<file path="config.mk">
export PLATFORM = sky130hd
export DESIGN_NAME = fpled_top
export DESIGN_NICKNAME = d
export VERILOG_FILES = /design/src/fpled_pkg.sv /design/src/fpled_top.sv /design/src/fpled_blink_div.sv /design/src/fpled_port_led.sv
export VERILOG_INCLUDE_DIRS = /design/src
export SDC_FILE = /design/constraint.sdc
export NUM_CORES = 1
export LEC_CHECK = 0
export BUFFER_PORTS_ARGS = -buffer_cell sky130_fd_sc_hd__buf_4
export CELL_PAD_IN_SITES_DETAIL_PLACEMENT = 2
export CELL_PAD_IN_SITES_GLOBAL_PLACEMENT = 2
export CORE_MARGIN = 2
export CORE_UTILIZATION = 35
export CTS_CLUSTER_SIZE = 16
export DETAILED_ROUTE_END_ITERATION = 12
export HOLD_SLACK_MARGIN = 0.08
export PLACE_DENSITY_LB_ADDON = 0.1
export SYNTH_ARGS = -nofsm -noshare
export SYNTH_HDL_FRONTEND = slang
export SYNTH_HIERARCHICAL = 1
export SYNTH_SLANG_ARGS = --single-unit
</file>
<file path="constraint.sdc">
create_clock -name ref_clk_in -period 3 [get_ports ref_clk_in]
set_clock_uncertainty 0.15 [all_clocks]
set_input_delay 0.45 -clock ref_clk_in [delete_from_list [all_inputs] [get_ports ref_clk_in]]
set_output_delay 0.45 -clock ref_clk_in [all_outputs]
set_load 0.03 [all_outputs]
</file>
<file path="src/fpled_map.svh">
/*
 * Register map, field positions, reset values and blink timing for the
 * front-panel indicator block, all held as text macros.
 * Assumes a single 250 MHz system clock and a plain register port.
 */
// Overview of operation
// - Power field bits 0-1, low green, high yellow
// - Power steady: off, solid green, solid yellow
// - Power blinking green 1Hz, yellow 0.5Hz; code 00 keeps green lit and blinks yellow at 1Hz
// - Fan field bits 2-3, green or blinking
// - System state field bits 4-5
// - Satellite receiver field bits 8-9
// - Synchronization field bits 10-11
// - Sync bit10 one, bit11 blinking: yellow blink
// - Fan tray LED follows presence and interrupt
// - Copper and out-of-band port link/activity LEDs
// - Small-form-factor port link/activity LEDs
// - Enhanced small-form-factor port link/activity LEDs
`ifndef FPLED_MAP_SVH
`define FPLED_MAP_SVH

// ****************************************************************
// Register map
// ****************************************************************
`define FPLED_ADDR_W        4
`define FPLED_DATA_W        16
`define FPLED_CTRL_ADDR     4'h0
`define FPLED_STAT_ADDR     4'h1
`define FPLED_CTRL_RESET    16'h0fff

// ****************************************************************
// Field positions, each field is two bits wide
// ****************************************************************
`define FPLED_POWER_LSB     0
`define FPLED_FAN_LSB       2
`define FPLED_STATE_LSB     4
`define FPLED_SAT_LSB       8
`define FPLED_SYNC_LSB      10
`define FPLED_FIELD_MASK    16'h0f3f

// ****************************************************************
// Blink timing
// ****************************************************************
`define FPLED_CLK_HZ        250000000
`define FPLED_FAST_HZ       1
`define FPLED_SLOW_HZ_X10   5
`define FPLED_FAST_HALF     (`FPLED_CLK_HZ / (2 * `FPLED_FAST_HZ))
// Folded so the product stays inside a 32-bit integer.
`define FPLED_SLOW_HALF     ((`FPLED_CLK_HZ * 5) / `FPLED_SLOW_HZ_X10)

`endif

</file>
<file path="src/fpled_pkg.sv">
/*
 * Types shared by the front-panel indicator block.
 * Assumes nothing beyond a SystemVerilog compiler.
 */
package fpled_pkg;

  // Drive of one port indicator derived from link state.
  typedef enum logic [1:0] {
    FPLED_SPEED_NONE,
    FPLED_SPEED_GREEN,
    FPLED_SPEED_YELLOW
  } fpled_speed_t;

endpackage

</file>
<file path="src/fpled_top.sv">
/*
 * Front-panel indicator controller. Software writes two-bit fields for
 * the system LEDs; each field bit is 0 (lit) or 1 (dark), except that a
 * 00 field selects a blink code and fan code 01 is dark. Port and
 * fan-tray LEDs follow status inputs directly.
 * Assumes a 250 MHz clock, a synchronous active-high reset, pin status
 * inputs asynchronous to the clock, and active-low LED drive.
 */
// The register addresses and the strobed register port were left to the implementer.
`timescale 1ns/10ps
`default_nettype none
`include "fpled_map.svh"

module fpled_top #(
  parameter int unsigned N_COPPER = 5,
  parameter int unsigned N_SFP    = 16,
  parameter int unsigned N_SFPP   = 8,
  parameter int unsigned N_FAN    = 3,
  parameter int unsigned FAST_HALF = `FPLED_FAST_HALF,
  parameter int unsigned SLOW_HALF = `FPLED_SLOW_HALF
) (
  input  wire logic                     ref_clk_in,
  input  wire logic                     sys_rst_in,
  input  wire logic [`FPLED_ADDR_W-1:0] reg_addr_in,
  input  wire logic [`FPLED_DATA_W-1:0] reg_wdata_in,
  input  wire logic                     reg_wr_in,
  input  wire logic                     reg_rd_in,
  output logic      [`FPLED_DATA_W-1:0] reg_rdata_out,
  input  wire logic [N_COPPER-1:0]      cu_link_in,
  input  wire logic [N_COPPER-1:0]      cu_gig_in,
  input  wire logic [N_COPPER-1:0]      cu_tx_in,
  input  wire logic [N_SFP-1:0]         sfp_link_in,
  input  wire logic [N_SFP-1:0]         sfp_gig_in,
  input  wire logic [N_SFP-1:0]         sfp_tx_in,
  input  wire logic [N_SFPP-1:0]        sfpp_link_in,
  input  wire logic [N_SFPP-1:0]        sfpp_tengig_in,
  input  wire logic [N_SFPP-1:0]        sfpp_tx_in,
  input  wire logic [N_FAN-1:0]         fan_present_n_in,
  input  wire logic [N_FAN-1:0]         fan_int_n_in,
  input  wire logic                     board_power_good_in,
  output logic      [5:0]               sys_led_n_out,
  output logic      [3:0]               ts_led_n_out,
  output logic      [N_COPPER-1:0]      cu_green_n_out,
  output logic      [N_COPPER-1:0]      cu_yellow_n_out,
  output logic      [N_SFP-1:0]         sfp_green_n_out,
  output logic      [N_SFP-1:0]         sfp_yellow_n_out,
  output logic      [N_SFPP-1:0]        sfpp_green_n_out,
  output logic      [N_SFPP-1:0]        sfpp_yellow_n_out,
  output logic      [N_FAN-1:0]         fan_green_n_out,
  output logic      [N_FAN-1:0]         fan_yellow_n_out
);

  // ****************************************************************
  // Blink sources
  // ****************************************************************

  logic fast_blink;
  logic slow_blink;

  // Two independent dividers give the 1 Hz and 0.5 Hz patterns.
  fpled_blink_div #(.HALF(FAST_HALF)) u_fast (
    .ref_clk_in (ref_clk_in),
    .sys_rst_in (sys_rst_in),
    .wave_out   (fast_blink)
  );

  fpled_blink_div #(.HALF(SLOW_HALF)) u_slow (
    .ref_clk_in (ref_clk_in),
    .sys_rst_in (sys_rst_in),
    .wave_out   (slow_blink)
  );

  // ****************************************************************
  // Register port
  // ****************************************************************

  localparam int unsigned NP = N_COPPER + N_SFP + N_SFPP;
  localparam int unsigned NS = 3 * NP + 2 * N_FAN + 1;

  logic [`FPLED_DATA_W-1:0] ctrl_reg;
  logic [`FPLED_DATA_W-1:0] ctrl_next;
  logic [`FPLED_DATA_W-1:0] rdata_reg;
  logic [`FPLED_DATA_W-1:0] rdata_next;
  logic [NS-1:0]            pin_meta_reg;
  logic [NS-1:0]            pin_sync_reg;
  logic [NS-1:0]            pin_raw;

  // Whole control word is stored, so undefined bits read back as written.
  always_comb
  begin
    ctrl_next  = ctrl_reg;
    rdata_next = '0;
    if (reg_wr_in && reg_addr_in == `FPLED_CTRL_ADDR)
      ctrl_next = reg_wdata_in;
    if (reg_rd_in)
    begin
      if (reg_addr_in == `FPLED_CTRL_ADDR)
        rdata_next = ctrl_reg;
      else if (reg_addr_in == `FPLED_STAT_ADDR)
        rdata_next = {{(`FPLED_DATA_W - 2 * N_FAN){1'b0}},
                      fan_yellow_n_out, fan_green_n_out};
    end
  end

  // Control resets to all indicators dark.
  always_ff @(posedge ref_clk_in)
  begin
    if (sys_rst_in)
    begin
      ctrl_reg  <= `FPLED_CTRL_RESET;
      rdata_reg <= '0;
    end
    else
    begin
      ctrl_reg  <= ctrl_next;
      rdata_reg <= rdata_next;
    end
  end

  assign reg_rdata_out = rdata_reg;

  // ****************************************************************
  // Pin synchronisers
  // ****************************************************************

  assign pin_raw = {board_power_good_in, fan_int_n_in, fan_present_n_in,
                    sfpp_tx_in, sfpp_tengig_in, sfpp_link_in,
                    sfp_tx_in, sfp_gig_in, sfp_link_in,
                    cu_tx_in, cu_gig_in, cu_link_in};

  // Two flops before any logic reads a pin.
  always_ff @(posedge ref_clk_in)
  begin
    if (sys_rst_in)
    begin
      pin_meta_reg <= '0;
      pin_sync_reg <= '0;
    end
    else
    begin
      pin_meta_reg <= pin_raw;
      pin_sync_reg <= pin_meta_reg;
    end
  end

  logic [N_COPPER-1:0] s_cu_link, s_cu_gig, s_cu_tx;
  logic [N_SFP-1:0]    s_sfp_link, s_sfp_gig, s_sfp_tx;
  logic [N_SFPP-1:0]   s_sfpp_link, s_sfpp_ten, s_sfpp_tx;
  logic [N_FAN-1:0]    s_fan_prs_n, s_fan_int_n;
  logic                s_power_good;

  assign {s_power_good, s_fan_int_n, s_fan_prs_n,
          s_sfpp_tx, s_sfpp_ten, s_sfpp_link,
          s_sfp_tx, s_sfp_gig, s_sfp_link,
          s_cu_tx, s_cu_gig, s_cu_link} = pin_sync_reg;

  // ****************************************************************
  // System and timing indicators
  // ****************************************************************

  logic [5:0] sys_next;
  logic [3:0] ts_next;
  logic [5:0] sys_reg;
  logic [3:0] ts_reg;

  // Blink is encoded by the both-lit pattern: a field where both bits are
  // zero is a blink code. Only masked bits are decoded.
  always_comb
  begin
    logic [1:0] f;
    f = '0;
    // Power: 00 holds green lit and toggles the yellow pin.
    f = ctrl_reg[`FPLED_POWER_LSB +: 2];
    sys_next[0] = f[0];
    sys_next[1] = f[1];
    if (f == 2'b00)
    begin
      sys_next[0] = 1'b0;
      sys_next[1] = fast_blink;
    end
    // Fan: only steady green and blinking yellow exist; the rest is dark.
    f = ctrl_reg[`FPLED_FAN_LSB +: 2];
    sys_next[2] = 1'b1;
    sys_next[3] = 1'b1;
    if (f == 2'b10)
      sys_next[2] = 1'b0;
    else if (f == 2'b00)
      sys_next[3] = slow_blink;
    f = ctrl_reg[`FPLED_STATE_LSB +: 2];
    sys_next[4] = f[0];
    sys_next[5] = f[1];
    if (f == 2'b00)
    begin
      sys_next[4] = fast_blink;
      sys_next[5] = 1'b1;
    end
    f = ctrl_reg[`FPLED_SAT_LSB +: 2];
    ts_next[0] = f[0];
    ts_next[1] = f[1];
    if (f == 2'b00)
    begin
      ts_next[0] = fast_blink;
      ts_next[1] = 1'b1;
    end
    f = ctrl_reg[`FPLED_SYNC_LSB +: 2];
    ts_next[2] = f[0];
    ts_next[3] = f[1];
    if (f == 2'b00)
    begin
      ts_next[2] = 1'b1;
      ts_next[3] = fast_blink;
    end
  end

  always_ff @(posedge ref_clk_in)
  begin
    if (sys_rst_in)
    begin
      sys_reg <= 6'h3f;
      ts_reg  <= 4'hf;
    end
    else
    begin
      sys_reg <= sys_next;
      ts_reg  <= ts_next;
    end
  end

  assign sys_led_n_out = sys_reg;
  assign ts_led_n_out  = ts_reg;

  // ****************************************************************
  // Port indicators
  // ****************************************************************

  logic [NP-1:0] p_link, p_fast, p_tx, p_g, p_y;

  assign p_link = {s_sfpp_link, s_sfp_link, s_cu_link};
  assign p_fast = {s_sfpp_ten, s_sfp_gig, s_cu_gig};
  assign p_tx   = {s_sfpp_tx, s_sfp_tx, s_cu_tx};

  for (genvar i = 0; i < NP; i++)
  begin : g_port
    fpled_port_led u_led (
      .ref_clk_in   (ref_clk_in),
      .sys_rst_in   (sys_rst_in),
      .link_in      (p_link[i]),
      .fast_in      (p_fast[i]),
      .tx_in        (p_tx[i]),
      .blink_in     (fast_blink),
      .green_n_out  (p_g[i]),
      .yellow_n_out (p_y[i])
    );
  end

  assign {sfpp_green_n_out, sfp_green_n_out, cu_green_n_out}    = p_g;
  assign {sfpp_yellow_n_out, sfp_yellow_n_out, cu_yellow_n_out} = p_y;

  // ****************************************************************
  // Fan tray indicators
  // ****************************************************************

  logic [N_FAN-1:0] fg_next, fy_next, fg_reg, fy_reg;

  // Dark when absent or board power failed; interrupt gives yellow blink.
  always_comb
  begin
    for (int k = 0; k < N_FAN; k++)
    begin
      fg_next[k] = 1'b1;
      fy_next[k] = 1'b1;
      if (s_power_good && !s_fan_prs_n[k])
      begin
        if (s_fan_int_n[k])
          fg_next[k] = 1'b0;
        else
          fy_next[k] = slow_blink;
      end
    end
  end

  always_ff @(posedge ref_clk_in)
  begin
    if (sys_rst_in)
    begin
      fg_reg <= '1;
      fy_reg <= '1;
    end
    else
    begin
      fg_reg <= fg_next;
      fy_reg <= fy_next;
    end
  end

  assign fan_green_n_out  = fg_reg;
  assign fan_yellow_n_out = fy_reg;

  // ****************************************************************
  // Checks
  // ****************************************************************

  logic [1:0]       power_code;
  logic [N_FAN-1:0] fan_live;
  // Plain views of the power field and of the fans that may light.
  assign power_code = ctrl_reg[`FPLED_POWER_LSB +: 2];
  assign fan_live   = ~s_fan_prs_n & {N_FAN{s_power_good}};
endmodule

`default_nettype wire

</file>
<file path="src/fpled_blink_div.sv">
/*
 * Blink divider: a free-running counter that toggles a square wave each
 * time it reaches its half-period terminal count.
 * Assumes a synchronous active-high reset on the same clock.
 */
`timescale 1ns/10ps
`default_nettype none

module fpled_blink_div #(
  parameter int unsigned HALF = 125000000
) (
  input  wire logic ref_clk_in,
  input  wire logic sys_rst_in,
  output logic      wave_out
);

  localparam int unsigned CW = $clog2(HALF + 1);

  logic [CW-1:0] cnt_reg;
  logic [CW-1:0] cnt_next;
  logic          wave_reg;
  logic          wave_next;

  // Count to the terminal value and flip the wave there.
  always_comb
  begin
    cnt_next  = cnt_reg + CW'(1);
    wave_next = wave_reg;
    if (cnt_reg == CW'(HALF - 1))
    begin
      cnt_next  = '0;
      wave_next = ~wave_reg;
    end
  end

  // Both counter and wave clear on reset.
  always_ff @(posedge ref_clk_in)
  begin
    if (sys_rst_in)
    begin
      cnt_reg  <= '0;
      wave_reg <= 1'b0;
    end
    else
    begin
      cnt_reg  <= cnt_next;
      wave_reg <= wave_next;
    end
  end

  assign wave_out = wave_reg;
endmodule

`default_nettype wire

</file>
<file path="src/fpled_port_led.sv">
/*
 * One port link/activity indicator: colour from link speed, blink while
 * transmitting. LED drive is active low, matching the panel fields.
 * Assumes link inputs are already synchronised to the system clock.
 */
`timescale 1ns/10ps
`default_nettype none

module fpled_port_led (
  input  wire logic ref_clk_in,
  input  wire logic sys_rst_in,
  input  wire logic link_in,
  input  wire logic fast_in,
  input  wire logic tx_in,
  input  wire logic blink_in,
  output logic      green_n_out,
  output logic      yellow_n_out
);

  fpled_pkg::fpled_speed_t sel;
  logic                    g_next;
  logic                    y_next;
  logic                    g_reg;
  logic                    y_reg;

  // Off with no link; colour from speed; blinking while transmitting.
  always_comb
  begin
    sel = !link_in ? fpled_pkg::FPLED_SPEED_NONE :
          fast_in ? fpled_pkg::FPLED_SPEED_GREEN :
          fpled_pkg::FPLED_SPEED_YELLOW;
    g_next = 1'b1;
    y_next = 1'b1;
    if (sel == fpled_pkg::FPLED_SPEED_GREEN)
      g_next = tx_in ? blink_in : 1'b0;
    else if (sel == fpled_pkg::FPLED_SPEED_YELLOW)
      y_next = tx_in ? blink_in : 1'b0;
  end

  // Register the drive so outputs come from flip-flops.
  always_ff @(posedge ref_clk_in)
  begin
    if (sys_rst_in)
    begin
      g_reg <= 1'b1;
      y_reg <= 1'b1;
    end
    else
    begin
      g_reg <= g_next;
      y_reg <= y_next;
    end
  end

  assign green_n_out  = g_reg;
  assign yellow_n_out = y_reg;

endmodule

`default_nettype wire

</file>
==> metrics <==
die height 183 um; EDFF count, synth 0; CTS H-tree depth 2; clock-pin slew on the worst setup and hold paths 0.06 ns; setup_tns 0 ns; Tmin final 2.49 ns; worst path required time 3.30 ns; Worst setup endpoint u_slow/cnt_reg[26]; Row Count 65; Synth top cells by count 351 x dfxtp_1, 189 x nor2b_1, 63 x nor2_1; first-pass GRT wire length 49500 um; Worst Hold Launch reg_wdata_in[2]; drt pass-1 iters 4; FFs w/ async S/R, synth 0%; RSZ-0062 raised after global routing false; Post-Syn Nets 1121; Final Cycle Share 83.0%; drt wl/cell 17.9 um; fmax 0.402 GHz; CP max FO 9; gr usage total 18.7%; fillcell total 3133; antenna violations before repair 2; reg2reg start u_slow/cnt_reg[0]; Slew HR 49.5%; layout cells sized above 1 22.4%; Synth Instances 1001; Synth area leaders dfxtp_1 63%, nor2b_1 11%, nand4bb_1 2.9%, nand4b_1 2.4%, nor2_1 2.1%; largest net degree at the start of global routing 172; DRC 0; core area 31500 um^2; area share of the leading cell type in the synthesized netlist 62.9%; Slew Viols, Final 0; remaining antenna violation count after routing 0; outcome complete, no violations; number of hold violations in the final report 0; 1st-iter DRT viols 235; IO Port Bufs 207; CP Launch Type flip-flop; Yosys reg bits 351; routability cong. 0.752; Reg2Reg Depth 5; R2R Setup Slk 0.51 ns; Synth Warn # 6; DP Wirelength 19100 um; CP startpoint u_slow/cnt_reg[0]; ys flop type dfxtp_1; VDD IR max 0.442 mV; PwrDens 672 nW/um^2; count leader, synth dfxtp_1; Worst setup EP type flip-flop; Unique masters post-synth 48; final number of setup-violating endpoints 0; FF-to-FF End u_slow/cnt_reg[26]; clk root buf clkbuf_16; post-synthesis sequential area ratio 62.9%; die width 183 um; Overall Power 10.5 mW; Area growth, synth to finish 40.2%; crit path DAT 2.80 ns; cts bufs inserted 39; Skew-Pair Late Insertion Delay 0.52 ns; critical path type reg2reg; number of global-route vias before repair 9240; starting density of the core 35.5%; vias post-DR 8359; CTS tree done; Clock Path Buffers 3; # IOs 208; Vias/cell 4.75; maximum capacitance violations 0; worst-margin pin slew 0.758 ns; die area 33300 um^2; Hold WC Path Type in2reg; clock sinks 351; gr ovfl total 0; Netlist Area Pre-Place 11200 um^2; Synth Area per Inst 11.2 um^2; drt total wl 31500 um; cell taking the most area after synthesis dfxtp_1; Pleak 6.00 nW; Nets 1447
[worst min-delay path by stage]
| stage | endpoint | slack (ns) | cells past startpoint |
|---|---|---|---|
| 6_report | ctrl_reg[2] | 0.10 | 3 |
| 5_1_grt | ctrl_reg[2] | 0.09 | 3 |
| 4_1_cts | ctrl_reg[2] | 0.08 | 3 |
| 3_5_place_dp | fan_green_n_out[0] | 0.23 | 1 |
| 3_3_place_gp | fan_green_n_out[0] | 0.21 | 1 |
| 2_1_floorplan | fan_green_n_out[0] | 0.21 | 1 |
[layout make-up]
class	instances	area [um^2]	share of cell area [%]
antenna	2	5.00	0.0320
clock buffer	55	1190	7.58
clock inverter	16	229	1.46
inverter	11	41.3	0.264
multi-input combinational	599	3920	25.1
sequential	351	7030	44.9
tap	402	503	3.21
timing repair buffer	325	2740	17.5
[through the flow]
| stage | hold WS, ns | setup slack (ns) | instances | util, % | cell area [um^2] |
|---|---|---|---|---|---|
| global route | 0.0879 | 0.379 | 1761 | 49.8 | 15700 |
| detailed placement | 0.235 | 0.502 | 1580 | 41.8 | 13200 |
| CTS | 0.0842 | 0.480 | 1759 | 49.7 | 15700 |
| floorplan | 0.208 | 0.727 | 1001 | - | 11200 |
| global placement | 0.215 | 0.578 | 1580 | 41.8 | 13200 |
| finish | 0.101 | 0.509 | 1761 | 49.8 | 15700 |
[cells in the final DEF, fill, tap and decap left out, types with 3 or more instances in the layout]
cell           Yosys  final
clkinv_2           0      6
or3_1             16     16
a22o_1             6      6
nand4_1           16     16
or4b_1             3      3
nand2b_1           9      9
nand3_1           19     19
clkbuf_8           0     14
nor3_1             3      3
clkbuf_16          0     40
o31ai_1           13     13
bufinv_16          0      5
mux2i_1           16     16
or3b_2             4      4
xnor2_1           14     14
nand2_1           51     51
and2_1            12     12
dfxtp_1          351    350
nor2_1            63     63
and4_1             3      3
nor2b_1          189    189
inv_1             11     11
xor2_1            13     13
nand4b_1          30     30
nor4_1             8      8
a21oi_1           24     24
buf_4              2    214
or4_1             17     17
and3_1             5      5
nand4bb_1         29     29
dlygate4sd3_1      0    108
o21ai_0           13     13
[routing by layer]
metal,track usage (%),part of all wire [%],vias to the layer above
li1,-,-,4054
met1,21.7,42,4091
met2,35.3,53,170
met3,3.29,3.7,44
met4,5.06,1.9,0
met5,0,0,-
[worst max-delay path: stages (launching register included)]
cell     delay (ns)
dfxtp_1        0.40
ha_1           0.28
nand4_4        0.17
or4_1          0.71
or4_4          0.57
a21oi_2        0.15
[where the power goes]
| part | total [mW] | switching [mW] | internal, mW |
|---|---|---|---|
| logic | 0.538 | 0.221 | 0.317 |
| clock network | 5.12 | 1.92 | 3.20 |
| registers | 4.86 | 0.0562 | 4.81 |
[cell families after synthesis]
logic type / Yosys count / share of synthesized area, %
AOI/OAI and AO/OA: 64 / 3.70
xor gates and xnor gates: 27 / 2.12
adders and majority gates: 2 / 0.224
buffers and inverters: 51 / 1.93
DFF: 351 / 62.9
muxes: 16 / 1.43
and+or+nand+nor: 490 / 27.7
[what timing repair did]
action	CTS	global route
gates resized for setup	0	0
hold buffers	108	0
endpoints found under the hold margin	108	0
setup buffers	0	0
(Power assumes the default switching activity.)
